### config.mk
export PLATFORM = sky130hd
export DESIGN_NAME = hirq_status
export DESIGN_NICKNAME = d
export VERILOG_FILES = /design/src/include/hirq_pkg.sv /design/src/verilog/hirq_sync.sv /design/src/verilog/hirq_regs.sv /design/src/verilog/hirq_status.sv
export VERILOG_INCLUDE_DIRS = /design/src /design/src/include
export SDC_FILE = /design/constraint.sdc
export NUM_CORES = 1
export LEC_CHECK = 0
export ABC_AREA = 1
export BUFFER_PORTS_ARGS = -buffer_cell sky130_fd_sc_hd__buf_2
export CAP_MARGIN = 20
export CORE_ASPECT_RATIO = 1.1
export CORE_MARGIN = 1.5
export CORE_UTILIZATION = 51
export CTS_CLUSTER_SIZE = 16
export DETAILED_ROUTE_END_ITERATION = 10
export PLACE_DENSITY = 0.78
export SETUP_SLACK_MARGIN = 0.2
export SYNTH_ARGS = -nofsm -noshare
export SYNTH_HDL_FRONTEND = slang
export SYNTH_SLANG_ARGS = --single-unit
### constraint.sdc
create_clock -name clk -period 1.6 [get_ports clk]
set_clock_uncertainty 0.1 [all_clocks]
set_input_delay 0.4 -clock clk [delete_from_list [all_inputs] [get_ports clk]]
set_output_delay 0.4 -clock clk [all_outputs]
set_load 0.03 [all_outputs]
### src/include/hirq_params.svh
// Constants for the host interrupt status flag logic (status bits 5..7).
// Assumes inclusion by the bench and by every design file that needs a figure.
`ifndef HIRQ_PARAMS_SVH
`define HIRQ_PARAMS_SVH

// ----------------------------------------------------------------------
// Register offsets
// ----------------------------------------------------------------------
`define HIRQ_ADDR_W 4
`define HIRQ_OFS_STATUS 4'h0
`define HIRQ_OFS_LINKCFG 4'h1
`define HIRQ_OFS_IRQCFG 4'h2
`define HIRQ_OFS_CTRL 4'h3
`define HIRQ_OFS_EVT 4'h4
`define HIRQ_OFS_MASK 4'h5

// ----------------------------------------------------------------------
// Field positions
// ----------------------------------------------------------------------
`define HIRQ_BIT_SYNC 5
`define HIRQ_BIT_DEBUG 6
`define HIRQ_BIT_RESET 7
`define HIRQ_BIT_ASYNC 0
`define HIRQ_BIT_CFGVAL 0
`define HIRQ_BIT_INITDONE 0
`define HIRQ_BIT_UPLOAD 1
`define HIRQ_BIT_FATAL 2
`define HIRQ_EVT_RESET 0
`define HIRQ_EVT_FATAL 1
`define HIRQ_EVT_DEBUG 2
`define HIRQ_EVT_W 3

// ----------------------------------------------------------------------
// Reset values
// ----------------------------------------------------------------------
`define HIRQ_RST_BYTE 8'h00
`define HIRQ_RST_EVT 3'h0
`define HIRQ_RST_MASK 3'h7

// ----------------------------------------------------------------------
// Timing
// ----------------------------------------------------------------------
`define HIRQ_SYNC_WAIT 2'h2

`endif

### src/include/hirq_pkg.sv
// Types shared by the host interrupt status flag logic.
// Assumes nothing beyond a SystemVerilog compiler.
package hirq_pkg;

   // ----------------------------------------------------------------------
   // Reset-cause classes
   // ----------------------------------------------------------------------
   typedef enum logic [1:0] {
      HIRQ_CAUSE_POR,
      HIRQ_CAUSE_WDOG,
      HIRQ_CAUSE_FATAL
   } hirq_cause_t;

   // ----------------------------------------------------------------------
   // Reset flag lifecycle
   // ----------------------------------------------------------------------
   typedef enum logic [1:0] {
      HIRQ_BOOT,
      HIRQ_INIT_DONE,
      HIRQ_RUN
   } hirq_state_t;

endpackage

### src/verilog/hirq_sync.sv
// Two-flop synchroniser for one level from outside the clock domain.
// Assumes the input is a slow level; first stage is read by the second only.
`timescale 1ns/1ps
module hirq_sync
(
   input wire logic clk,
   input wire logic rst,
   input wire logic ce,
   input wire logic d,
   output logic q
);

   logic meta_r;

   // ----------------------------------------------------------------------
   // Two stages
   // ----------------------------------------------------------------------
   always_ff @(posedge clk)
   begin
      if (rst)
      begin
         meta_r <= 1'b0;
         q <= 1'b0;
      end
      else if (ce)
      begin
         meta_r <= d;
         q <= meta_r;
      end
   end

endmodule

### src/verilog/hirq_regs.sv
// Sticky event status with write-one-to-clear and mask, one level interrupt.
// Assumes one-cycle write strobe on the same clock; set wins over clear.
`timescale 1ns/1ps
`include "hirq_params.svh"
module hirq_regs
#(
   parameter int W = `HIRQ_EVT_W
)
(
   input wire logic clk,
   input wire logic rst,
   input wire logic ce,
   input wire logic [W-1:0] set_in,
   input wire logic clr_we,
   input wire logic mask_we,
   input wire logic [W-1:0] wdata,
   output logic [W-1:0] evt_r,
   output logic [W-1:0] mask_r,
   output logic pend
);

   // ----------------------------------------------------------------------
   // Sticky bits
   // ----------------------------------------------------------------------
   always_ff @(posedge clk)
   begin
      if (rst)
         evt_r <= `HIRQ_RST_EVT;
      else if (ce)
         evt_r <= (evt_r & ~(clr_we ? wdata : '0)) | set_in;
   end

   // ----------------------------------------------------------------------
   // Mask, one bit disables the event
   // ----------------------------------------------------------------------
   always_ff @(posedge clk)
   begin
      if (rst)
         mask_r <= `HIRQ_RST_MASK;
      else if (ce && mask_we)
         mask_r <= wdata;
   end

   assign pend = |(evt_r & ~mask_r);

endmodule

### src/verilog/hirq_status.sv
// Upper flag bits of the host interrupt status word and the host interrupt line.
// Assumes FIFO, firmware strobes and reset-cause straps on the system clock,
// except the retained configuration pin, which arrives asynchronously.
//
// Implementation choices: the register offsets and strobed register access.
`timescale 1ns/1ps
`include "hirq_params.svh"

// Operation
// - Status bit 7 is set when a fatal error inside the device caused the interrupt.
// - Bit 7 is set after every reset and cleared once init is done and code upload has begun.
// - After an ordinary reset the interrupt line stays low until the host configures its type.
// - A watchdog or fatal reset may drive the interrupt if retained memory kept the configuration.
// - Bit 6 reads 0 while the status and debug FIFO is empty and 1 while it holds data.
// - With the asynchronous-mode flag clear, command responses are reported through bit 5.
module hirq_status
(
   input wire logic clk,
   input wire logic rst,
   input wire logic ce,
   input wire logic [`HIRQ_ADDR_W-1:0] addr,
   input wire logic [7:0] wdata,
   input wire logic wr,
   input wire logic rd,
   input wire logic [1:0] rst_cause,
   input wire logic retained_cfg_async,
   input wire logic fifo_not_empty,
   input wire logic resp_pending,
   input wire logic fatal_err,
   input wire logic init_done,
   input wire logic upload_start,
   output logic [7:0] rdata,
   output logic host_irq,
   output logic async_mode,
   output logic irq_cfg_valid
);

   hirq_pkg::hirq_state_t state_r;
   hirq_pkg::hirq_state_t state_nxt;
   hirq_pkg::hirq_cause_t cause_r;
   logic retained_s;
   logic retained_r;
   logic reset_flag_r;
   logic fatal_flag_r;
   logic debug_bit_r;
   logic sync_bit_r;
   logic first_r;
   logic [1:0] settle_r;
   logic capture;
   logic [2:0] evt_r;
   logic [2:0] mask_r;
   logic [2:0] evt_set;
   logic pend;
   logic irq_allowed;
   logic [7:0] status_byte;

   function automatic logic hit(input logic [`HIRQ_ADDR_W-1:0] a,
                                input logic [`HIRQ_ADDR_W-1:0] ofs);
      hit = (a == ofs);
   endfunction

   // ----------------------------------------------------------------------
   // Retained configuration pin
   // ----------------------------------------------------------------------
   hirq_sync u_sync
   (
      .clk(clk),
      .rst(rst),
      .ce(ce),
      .d(retained_cfg_async),
      .q(retained_s)
   );

   // ----------------------------------------------------------------------
   // Cause and retained config caught once the synchroniser has flushed
   // ----------------------------------------------------------------------
   // Synchroniser is held in reset, so the pin is valid only two edges later
   always_ff @(posedge clk)
   begin
      if (rst)
         settle_r <= `HIRQ_SYNC_WAIT;
      else if (ce && settle_r != 2'h0)
         settle_r <= settle_r - 2'h1;
   end

   assign capture = first_r & (settle_r == 2'h0);

   always_ff @(posedge clk)
   begin
      if (rst)
      begin
         first_r <= 1'b1;
         cause_r <= hirq_pkg::HIRQ_CAUSE_POR;
         retained_r <= 1'b0;
      end
      else if (ce && capture)
      begin
         first_r <= 1'b0;
         cause_r <= hirq_pkg::hirq_cause_t'(rst_cause);
         retained_r <= retained_s;
      end
   end

   // ----------------------------------------------------------------------
   // Host link configuration: asynchronous-mode flag
   // ----------------------------------------------------------------------
   always_ff @(posedge clk)
   begin
      if (rst)
         async_mode <= 1'b0;
      else if (ce && wr && hit(addr, `HIRQ_OFS_LINKCFG))
         async_mode <= wdata[`HIRQ_BIT_ASYNC];
   end

   // ----------------------------------------------------------------------
   // Interrupt configuration written by the host
   // ----------------------------------------------------------------------
   always_ff @(posedge clk)
   begin
      if (rst)
         irq_cfg_valid <= 1'b0;
      else if (ce && wr && hit(addr, `HIRQ_OFS_IRQCFG))
         irq_cfg_valid <= wdata[`HIRQ_BIT_CFGVAL];
   end

   // ----------------------------------------------------------------------
   // Reset flag lifecycle
   // ----------------------------------------------------------------------
   always_comb
   begin
      state_nxt = state_r;
      case (state_r)
         hirq_pkg::HIRQ_BOOT:
            if (init_done)
               state_nxt = hirq_pkg::HIRQ_INIT_DONE;
         hirq_pkg::HIRQ_INIT_DONE:
            if (upload_start)
               state_nxt = hirq_pkg::HIRQ_RUN;
         hirq_pkg::HIRQ_RUN:
            state_nxt = hirq_pkg::HIRQ_RUN;
         default:
            state_nxt = hirq_pkg::HIRQ_BOOT;
      endcase
   end

   always_ff @(posedge clk)
   begin
      if (rst)
         state_r <= hirq_pkg::HIRQ_BOOT;
      else if (ce)
         state_r <= state_nxt;
   end

   // set at reset, clear after upload
   always_ff @(posedge clk)
   begin
      if (rst)
         reset_flag_r <= 1'b1;
      else if (ce && state_r == hirq_pkg::HIRQ_INIT_DONE && upload_start)
         reset_flag_r <= 1'b0;
   end

   always_ff @(posedge clk)
   begin
      if (rst)
         fatal_flag_r <= 1'b0;
      else if (ce)
      begin
         if (fatal_err)
            fatal_flag_r <= 1'b1;
         else if (wr && hit(addr, `HIRQ_OFS_CTRL) && wdata[`HIRQ_BIT_FATAL])
            fatal_flag_r <= 1'b0;
      end
   end

   // ----------------------------------------------------------------------
   // FIFO-driven bits
   // ----------------------------------------------------------------------
   // follows FIFO occupancy
   always_ff @(posedge clk)
   begin
      if (rst)
      begin
         debug_bit_r <= 1'b0;
         sync_bit_r <= 1'b0;
      end
      else if (ce)
      begin
         debug_bit_r <= fifo_not_empty;
         sync_bit_r <= resp_pending & ~async_mode;
      end
   end

   // ----------------------------------------------------------------------
   // Events and interrupt line
   // ----------------------------------------------------------------------
   // reset event once per reset
   assign evt_set = {fifo_not_empty & ~debug_bit_r, fatal_err, capture};

   hirq_regs #(.W(`HIRQ_EVT_W)) u_regs
   (
      .clk(clk),
      .rst(rst),
      .ce(ce),
      .set_in(evt_set),
      .clr_we(wr && hit(addr, `HIRQ_OFS_EVT)),
      .mask_we(wr && hit(addr, `HIRQ_OFS_MASK)),
      .wdata(wdata[`HIRQ_EVT_W-1:0]),
      .evt_r(evt_r),
      .mask_r(mask_r),
      .pend(pend)
   );

   // ordinary reset: wait for host config
   // watchdog or fatal with retained config
   assign irq_allowed = irq_cfg_valid |
                        (retained_r & (cause_r != hirq_pkg::HIRQ_CAUSE_POR));

   always_ff @(posedge clk)
   begin
      if (rst)
         host_irq <= 1'b0;
      else if (ce)
         host_irq <= pend & irq_allowed;
   end

   // ----------------------------------------------------------------------
   // Register read port
   // ----------------------------------------------------------------------
   assign status_byte = {reset_flag_r | fatal_flag_r, debug_bit_r, sync_bit_r, 5'h00};

   always_ff @(posedge clk)
   begin
      if (rst)
         rdata <= `HIRQ_RST_BYTE;
      else if (ce)
      begin
         rdata <= `HIRQ_RST_BYTE;
         if (rd)
         begin
            case (addr)
               `HIRQ_OFS_STATUS: rdata <= status_byte;
               `HIRQ_OFS_LINKCFG: rdata <= {7'h00, async_mode};
               `HIRQ_OFS_IRQCFG: rdata <= {7'h00, irq_cfg_valid};
               `HIRQ_OFS_CTRL: rdata <= {5'h00, fatal_flag_r, ~reset_flag_r,
                                         state_r != hirq_pkg::HIRQ_BOOT};
               `HIRQ_OFS_EVT: rdata <= {5'h00, evt_r};
               `HIRQ_OFS_MASK: rdata <= {5'h00, mask_r};
               default: rdata <= `HIRQ_RST_BYTE;
            endcase
         end
      end
   end
endmodule

==> flow_metrics.env, run 1 <==
export IMPL_clock_tree_root_cell="sky130_fd_sc_hd__clkbuf_4"
export IMPL_dr_first_iter_drc_count=48
export IMPL_floorplan_initialDensity_pct=53.2
export IMPL_final_seq_area_um2=583
export IMPL_drt_vias_per_instance=5.17
export IMPL_post_route_cells_drive_above_1_share_pct=20.9
export IMPL_final_cell_area_um2=1570
export IMPL_area_growth_syn_to_layout_pct=17.9
export IMPL_path_class="reg2out"
export IMPL_insertedDiodeCount=0
export IMPL_yosysWarnings=0
export IMPL_route_vias_total=1271
export IMPL_fp_dieH_um=56.5
export IMPL_placement_cell_area_um2=1490
export IMPL_final_setup_viol_count=0
export IMPL_cts_sinks=29
export IMPL_max_cap_violations=0
export IMPL_slew_violations=0
export IMPL_dp_slack_ps=126
export IMPL_cp_buffers_inverters=1
export IMPL_power_density_nw_per_um2=910
export IMPL_clkLatencyLatePin_ps=330
export IMPL_clk_transition_reported_paths_ps=90
export IMPL_synth_area_leaders="sky130_fd_sc_hd__dfxtp_1 (44%), sky130_fd_sc_hd__nand2_1 (11%), sky130_fd_sc_hd__a21oi_1 (7.2%), sky130_fd_sc_hd__inv_1 (6.2%), sky130_fd_sc_hd__nand3_1 (5.3%)"
export IMPL_routed_wirelength_um=2950
export IMPL_grt_first_pass_wirelength_um=4880
export IMPL_layout_cells_most_common="sky130_fd_sc_hd__nand2_1"
export IMPL_grt_overflow=0
export IMPL_placed_cells=239
export IMPL_synth_sequential_area_ratio_pct=43.7
export IMPL_tritoncts_num_buffers=5
export IMPL_worstSetupEndpointType="primary output"
export IMPL_cts_max_path_buffers=2
export IMPL_area_used_by_multi_input_combinational_logic_um2=629
export IMPL_startpoint_type="flip-flop"
export IMPL_postSynthCellCount=184
export IMPL_post_synth_instance_area_um2=1330
export IMPL_cts_hold_buffers_added=0
export IMPL_post_dp_hpwl_um=2230
export IMPL_outcome="completed"
export IMPL_critPathTopFamily="flip-flops"
export IMPL_crit_path_cell_trace="buf_2"
export IMPL_std_cell_rows=19
export IMPL_vias_in_the_first_global_route=1164
export IMPL_fillCellCount=221
export IMPL_power_total_mw=1.43
export IMPL_vdd_ir_drop_max_mv=0.687
export IMPL_hold_class="in2reg"
export IMPL_dieArea_um2=2920
export IMPL_gp_congestion=0.938
export IMPL_worst_ep_required_time_ps=1100
export IMPL_final_hold_worst_slack_ps=184
export IMPL_postLayoutCoreUtil_pct=62.8
export IMPL_crit_path_max_fanout=2
export IMPL_finalCriticalPeriod_ps=1370
export IMPL_finalNonFillerCells=246
export IMPL_boundaryPins=36
export IMPL_post_route_worst_setup_slack_ps=228
export IMPL_final_setup_tns_ps=0
export IMPL_synth_seq_cells=29
export IMPL_grt_setup_unrepaired="false"
export IMPL_power_leakage_nw=0.747
export IMPL_worst_endpoint_arrival_ps=870
export IMPL_regToRegSetupSlack_ps=350
export IMPL_detail_route_drc_violations=0
export IMPL_post_synth_top_area_fraction_pct=43.7
export IMPL_final_hold_viol_count=0
export IMPL_synth_top_cell_by_area="sky130_fd_sc_hd__dfxtp_1"
export IMPL_critical_path_max_stage_delay_ps=340
export IMPL_htree_levels=2
export IMPL_layout_cells_most_common_list="sky130_fd_sc_hd__nand2_1 (40), sky130_fd_sc_hd__dfxtp_1 (27), sky130_fd_sc_hd__inv_1 (22)"
export IMPL_chipWidth_um=51.7
export IMPL_final_nets=244
export IMPL_finalCritPeriodShare_pct=85.7
export IMPL_tritoncts="yes"
export IMPL_globalRouteTotalUtil_pct=22.8
export IMPL_avgRoutedWirePerCell_um=12.0
export IMPL_largest_net_degree_at_the_start_of_global_routing=17
export IMPL_critical_path_slowest_stage_cell="sky130_fd_sc_hd__dfxtp_1"
export IMPL_port_buffer_count=28
export IMPL_max_freq_mhz=729
export IMPL_yosysUniqueCellTypes=23
export IMPL_synth_area_per_cell_um2=7.22
export IMPL_detail_route_antenna_nets=0
export IMPL_placeableCoreArea_um2=2500
export IMPL_drtPass1Iterations=4
export IMPL_number_of_antenna_violations_at_the_first_check_in_global_routing=0
==> cells by family after synthesis <==
family	count (synthesis)	synth area share, %
AND/OR/NAND/NOR	79	25.7
flip-flops	29	43.7
adder cells (fa/ha/maj)	4	3.77
other	1	0.282
AO/OA/AOI/OAI	41	16.9
buffers and inverters	30	9.70
==> final timing paths <==
path	endpoint	cells after the start	from
hold / removal	u_regs.mask_r[2]	3	wdata[2]
hold reg to reg	first_r	2	first_r
setup / recovery	rdata[2]	1	rdata[2]
setup reg to reg	state_r[0]	7	state_r[1]
==> flip-flops by register name, summed over array words and instances, names as in the netlist, 2 cells and up <==
name,cells
rdata,6
settle_r,2
state_r,2
u_regs.mask_r,3
cause_r,2
u_regs.evt_r,3
==> cell usage after synthesis <==
| cell type | count |
|---|---|
| sky130_fd_sc_hd__clkinv_2 | 1 |
| sky130_fd_sc_hd__or2_0 | 1 |
| sky130_fd_sc_hd__nor2_1 | 16 |
| sky130_fd_sc_hd__o21ai_1 | 4 |
| sky130_fd_sc_hd__buf_2 | 3 |
| sky130_fd_sc_hd__o2111ai_1 | 1 |
| sky130_fd_sc_hd__nor2_4 | 1 |
| sky130_fd_sc_hd__nor2_2 | 3 |
| sky130_fd_sc_hd__inv_1 | 22 |
| sky130_fd_sc_hd__nand2_2 | 1 |
| sky130_fd_sc_hd__dfxtp_1 | 29 |
| sky130_fd_sc_hd__nand2_1 | 40 |
| sky130_fd_sc_hd__buf_4 | 3 |
| sky130_fd_sc_hd__o21bai_1 | 1 |
| sky130_fd_sc_hd__conb_1 | 1 |
| sky130_fd_sc_hd__o221ai_1 | 2 |
| sky130_fd_sc_hd__nand4_1 | 3 |
| sky130_fd_sc_hd__o21ai_0 | 12 |
| sky130_fd_sc_hd__a21oi_1 | 19 |
| sky130_fd_sc_hd__nand3_1 | 14 |
| sky130_fd_sc_hd__clkbuf_1 | 1 |
| sky130_fd_sc_hd__a22oi_1 | 2 |
| sky130_fd_sc_hd__ha_1 | 4 |
==> cell type report <==
type,instances,share of cell area [%]
multi-input combinational,126,40.2
tap,31,2.48
inverter,23,5.59
sequential,29,37.2
timing repair buffer,30,11.0
clock buffer,7,3.51
==> per-layer routing <==
metal	up-vias	GRT usage, %	wire, um
li1	654	-	-
met1	569	26.7	1250
met2	40	37.5	1430
met3	8	6.38	189
met4	0	11.3	69
met5	-	0	0
==> power by group <==
part	internal [mW]	total (mW)	switching (mW)	leakage [nW]
sequential	0.756	0.774	0.0178	0.238
clock	0.207	0.451	0.244	0.0314
combinational	0.0712	0.201	0.130	0.478
total	1.03	1.43	0.392	0.747
==> what timing repair did <==
action / 4_1_cts / 5_1_grt
hold endpoints to repair: 0 / 0
setup endpoints to repair: 1 / 9
resized for setup: 1 / 15
buffers inserted: 0 / 0
(Power assumes the default switching activity.)
==> inputs of run 2 (changes only) <==
- CORE_UTILIZATION: 51 -> 42
- PLACE_DENSITY: 0.78 -> 0.75
- SLEW_MARGIN: not set -> 20
==> flow_metrics.env, run 2 (synthesis results as in run 1) <==
export IMPL_chipWidth_um=56.6
export IMPL_cts_max_path_buffers=2
export IMPL_grt_first_pass_wirelength_um=4940
export IMPL_number_of_antenna_violations_at_the_first_check_in_global_routing=0
export IMPL_critPathTopFamily="flip-flops"
export IMPL_slew_violations=0
export IMPL_worst_flop_to_flop_path_endpoint="state_r[1]"
export IMPL_fp_dieH_um=62.0
export IMPL_regToRegSetupSlack_ps=340
export IMPL_post_dp_hpwl_um=2160
export IMPL_worstHoldStart="wdata[2]"
export IMPL_worstSetupEndpointType="primary output"
export IMPL_std_cell_rows=21
export IMPL_finalCritPeriodShare_pct=85.6
export IMPL_detail_route_drc_violations=0
export IMPL_clkLatencyLatePin_ps=340
export IMPL_worst_endpoint_arrival_ps=870
export IMPL_hold_class="in2reg"
export IMPL_critical_path_slowest_stage_cell="sky130_fd_sc_hd__dfxtp_1"
export IMPL_min_to="u_regs.mask_r[2]"
export IMPL_startpoint_type="flip-flop"
export IMPL_tritoncts_num_buffers=5
export IMPL_max_cap_violations=0
export IMPL_final_nets=244
export IMPL_register_name_with_the_most_flops="rdata"
export IMPL_worstReg2RegStart="state_r[1]"
export IMPL_route_vias_total=1277
export IMPL_timing_hold_worst_path_depth=3
export IMPL_tritoncts="yes"
export IMPL_insertedDiodeCount=0
export IMPL_vias_in_the_first_global_route=1143
export IMPL_port_buffer_count=28
export IMPL_max_freq_mhz=730
export IMPL_crit_path_cell_trace="buf_2"
export IMPL_power_density_nw_per_um2=938
export IMPL_dieArea_um2=3510
export IMPL_final_setup_tns_ps=0
export IMPL_vdd_ir_drop_max_mv=0.620
export IMPL_htree_levels=2
export IMPL_final_hold_viol_count=0
export IMPL_floorplan_initialDensity_pct=44.0
export IMPL_dr_first_iter_drc_count=53
export IMPL_avgRoutedWirePerCell_um=11.7
export IMPL_crit_path_max_fanout=2
export IMPL_reg2regPathDepth=7
export IMPL_largest_register_ffs=6
export IMPL_globalRouteTotalUtil_pct=18.5
export IMPL_placeableCoreArea_um2=3020
export IMPL_power_leakage_nw=0.758
export IMPL_detail_route_antenna_nets=0
export IMPL_critical_path_max_stage_delay_ps=340
export IMPL_boundaryPins=36
export IMPL_path_class="reg2out"
export IMPL_cp_buffers_inverters=1
export IMPL_clock_tree_root_cell="sky130_fd_sc_hd__clkbuf_4"
export IMPL_routed_wirelength_um=2930
export IMPL_grt_overflow=0
export IMPL_layout_cells_most_common_list="sky130_fd_sc_hd__nand2_1 (40), sky130_fd_sc_hd__dfxtp_1 (27), sky130_fd_sc_hd__inv_1 (22)"
export IMPL_largest_net_degree_at_the_start_of_global_routing=17
export IMPL_cts_sinks=29
export IMPL_grt_setup_unrepaired="false"
export IMPL_post_route_worst_setup_slack_ps=230
export IMPL_gp_congestion=0.892
export IMPL_area_growth_syn_to_layout_pct=19.7
export IMPL_clk_transition_reported_paths_ps=100
export IMPL_drt_vias_per_instance=5.11
export IMPL_cts_post_setup_buffers_inserted=0
export IMPL_dp_slack_ps=156
export IMPL_outcome="completed"
export IMPL_worst_ep_required_time_ps=1100
export IMPL_post_route_cells_drive_above_1_share_pct=22.2
export IMPL_final_setup_viol_count=0
export IMPL_finalCriticalPeriod_ps=1370
export IMPL_biggest_regs="rdata x6, u_regs.evt_r x3, u_regs.mask_r x3"
export IMPL_layout_cells_most_common="sky130_fd_sc_hd__nand2_1"
export IMPL_drtPass1Iterations=4
-- run 2: changes by cell type in the layout (fill, tap and decap cells not counted) --
cell,delta
sky130_fd_sc_hd__clkinv_2,+1
sky130_fd_sc_hd__buf_4,-1
sky130_fd_sc_hd__clkbuf_4,+1
sky130_fd_sc_hd__clkbuf_1,-1
sky130_fd_sc_hd__clkbuf_8,+1
sky130_fd_sc_hd__nand3_1,-1
sky130_fd_sc_hd__nand3_2,+1
-- run 2: where the power goes --
group / internal (mW) / total [mW] / switching (mW)
logic: 0.0714 / 0.202 / 0.131
clock network: 0.254 / 0.515 / 0.261
registers: 0.757 / 0.774 / 0.0177
total: 1.08 / 1.49 / 0.409
-- run 2: area by class of cell --
type                       count  area (um2)
fill                         299        1430
multi-input combinational    126         634
sequential                    29         583
timing repair buffer          30         173
inverter                      23        87.6
clock buffer                   7        65.1
tap                           34        42.5
clock inverter                 1        5.00
-- run 2: how the worst max path moves through the flow --
stage / start / end / slack (ps) / depth (start not counted)
6_report: rdata[0] / rdata[0] / 230 / 1
5_1_grt: rdata[7] / rdata[7] / 200 / 1
4_1_cts: irq_cfg_valid / irq_cfg_valid / 210 / 1
3_5_place_dp: addr[3] / fatal_flag_r / 160 / 5
3_3_place_gp: ce / settle_r[1] / 180 / 6
2_1_floorplan: state_r[1] / state_r[0] / 400 / 7
-- run 2: per-layer routing --
layer	global-route usage, %	vias up	part of all wire [%]
met1	24.0	576	46
li1	-	659	-
met3	6.63	7	6.1
met4	7.14	0	1.9
met5	0	-	0
met2	28.7	35	45
-- run 2: through the flow --
stage                     instance area [um2]  power (mW)  instances  hold slack [ps]  util [%]
after floorplan                          1330       0.923        185              320         -
final                                    1590        1.49        250              189      52.6
after global routing                     1590        1.57        250              206      52.6
after global placement                   1490       0.979        242              331      49.3
after CTS                                1560        1.49        250              192      51.8
after detailed placement                 1490       0.986        242              351      49.3
-- run 2: what timing repair did --
action,in CTS,in global routing
hold buffers,0,0
endpoints found under the setup margin,2,11
gates cloned,0,0
resized for setup,2,13
==> inputs of run 3 (changes only) <==
- BUFFER_PORTS_ARGS: -buffer_cell sky130_fd_sc_hd__buf_2 -> -buffer_cell sky130_fd_sc_hd__buf_4
- GPL_ROUTABILITY_DRIVEN: not set -> 0
==> flow_metrics.env, run 3 (synthesis results as in run 1) <==
export IMPL_worst_endpoint_arrival_ps=840
export IMPL_final_nets=242
export IMPL_hold_class="in2reg"
export IMPL_avgRoutedWirePerCell_um=11.7
export IMPL_clock_tree_root_cell="sky130_fd_sc_hd__clkbuf_4"
export IMPL_cts_post_setup_buffers_inserted=0
export IMPL_outcome="completed"
export IMPL_critical_path_max_stage_delay_ps=360
export IMPL_postLayoutCoreUtil_pct=54.4
export IMPL_grt_first_pass_wirelength_um=4610
export IMPL_final_setup_viol_count=0
export IMPL_crit_path_cell_trace="buf_4"
export IMPL_vias_in_the_first_global_route=1086
export IMPL_layout_cells_most_common_list="sky130_fd_sc_hd__nand2_1 (40), sky130_fd_sc_hd__buf_4 (28), sky130_fd_sc_hd__dfxtp_1 (27)"
export IMPL_final_hold_viol_count=0
export IMPL_p_comb_share_pct=13.0
export IMPL_area_used_by_multi_input_combinational_logic_um2=634
export IMPL_detail_route_antenna_nets=0
export IMPL_worst_ep_required_time_ps=1100
export IMPL_layout_cells_most_common="sky130_fd_sc_hd__nand2_1"
export IMPL_boundaryPins=36
export IMPL_placeableCoreArea_um2=3020
export IMPL_cts_hold_buffers_added=0
export IMPL_clk_transition_reported_paths_ps=90
export IMPL_drt_vias_per_instance=5.07
export IMPL_startpoint_type="flip-flop"
export IMPL_finalCriticalPeriod_ps=1340
export IMPL_vdd_ir_drop_max_mv=0.597
export IMPL_worstSetupEndpointType="primary output"
export IMPL_register_name_with_the_most_flops="rdata"
export IMPL_final_seq_area_um2=583
export IMPL_route_vias_total=1257
export IMPL_power_total_mw=1.61
export IMPL_fillCellCount=303
export IMPL_dr_first_iter_drc_count=55
export IMPL_floorplan_initialDensity_pct=44.0
export IMPL_detail_route_drc_violations=0
export IMPL_insertedDiodeCount=0
export IMPL_drtPass1Iterations=4
export IMPL_std_cell_rows=21
export IMPL_htree_levels=2
export IMPL_swShare_pct=25.0
export IMPL_postCtsResizedCells=0
export IMPL_final_setup_tns_ps=0
export IMPL_number_of_antenna_violations_at_the_first_check_in_global_routing=0
export IMPL_max_freq_mhz=748
export IMPL_post_dp_hpwl_um=2140
export IMPL_tritoncts_num_buffers=5
export IMPL_p_clk_share_pct=39.0
export IMPL_biggest_regs="rdata x6, u_regs.evt_r x3, u_regs.mask_r x3"
export IMPL_cp_buffers_inverters=1
export IMPL_netSwitchingPower_mw=0.404
export IMPL_globalRouteTotalUtil_pct=17.4
export IMPL_tritoncts="yes"
export IMPL_power_leakage_nw=0.769
export IMPL_cts_max_path_buffers=2
export IMPL_power_internal_mw=1.21
export IMPL_port_buffer_count=28
export IMPL_fp_dieH_um=62.0
export IMPL_path_class="reg2out"
export IMPL_placement_cell_area_um2=1540
export IMPL_max_cap_violations=0
export IMPL_critical_path_slowest_stage_cell="sky130_fd_sc_hd__dfxtp_2"
export IMPL_largest_register_ffs=6
export IMPL_final_cell_area_um2=1640
export IMPL_slew_violations=0
export IMPL_finalCritPeriodShare_pct=83.5
export IMPL_largest_net_degree_at_the_start_of_global_routing=18
export IMPL_chipWidth_um=56.6
export IMPL_critPathTopFamily="flip-flops"
export IMPL_grt_overflow=0
export IMPL_dieArea_um2=3510
export IMPL_routed_wirelength_um=2900
export IMPL_power_density_nw_per_um2=983
export IMPL_grt_setup_unrepaired="false"
export IMPL_seqPwrFrac_pct=48.0
export IMPL_clkLatencyLatePin_ps=320
export IMPL_cts_sinks=29
export IMPL_crit_path_max_fanout=3
export IMPL_area_growth_syn_to_layout_pct=23.6
export IMPL_post_route_cells_drive_above_1_share_pct=21.0
-- run 3: cell types whose count changed in the layout (fill, tap and decap cells not counted), sizes merged --
| cell | delta |
|---|---|
| buf | -1 |
| clkbuf | -1 |
| clkinv | -1 |
| bufinv | +1 |
-- run 3: worst paths after layout --
kind / startpoint / to / slack (ps) / cells after the start
worst max-delay path: async_mode / async_mode / 260 / 1
worst min register to register: u_sync.q / retained_r / 370 / 2
worst max register to register: state_r[1] / state_r[0] / 360 / 7
worst min-delay path: wdata[2] / u_regs.mask_r[2] / 190 / 3
-- run 3: cell type report --
cell class                      count  area share (%)
Clock buffer                        7            3.35
Clock inverter                      1            1.83
Inverter                           23            5.33
Multi-Input combinational cell    126            38.6
Sequential cell                    29            35.5
Tap cell                           34            2.59
Timing Repair Buffer               28            12.8
-- run 3: metal layers --
layer  vias up  routed length, um  global-route usage (%)
li1        650                  -                       -
met4         0                 21                    6.46
met1       572               1310                    21.1
met3         2                192                    6.63
met5         -                  0                       0
met2        33               1370                    28.6
-- run 3: metrics by stage --
step | setup WS, ps | std cells | hold WS [ps]
after floorplan | 399 | 185 | 320
after global placement | 196 | 240 | 330
after detailed placement | 174 | 240 | 351
after CTS | 204 | 248 | 179
after global routing | 220 | 248 | 186
final | 264 | 248 | 190
-- run 3: power groups by stage --
stage                     Clock, mW  Sequential [mW]  Combinational, mW
final                         0.630            0.774              0.211
after global routing          0.670            0.780              0.239
after CTS                     0.638            0.774              0.206
after detailed placement          0            0.790              0.205
after global placement            0            0.789              0.200
after floorplan                   0            0.791              0.131
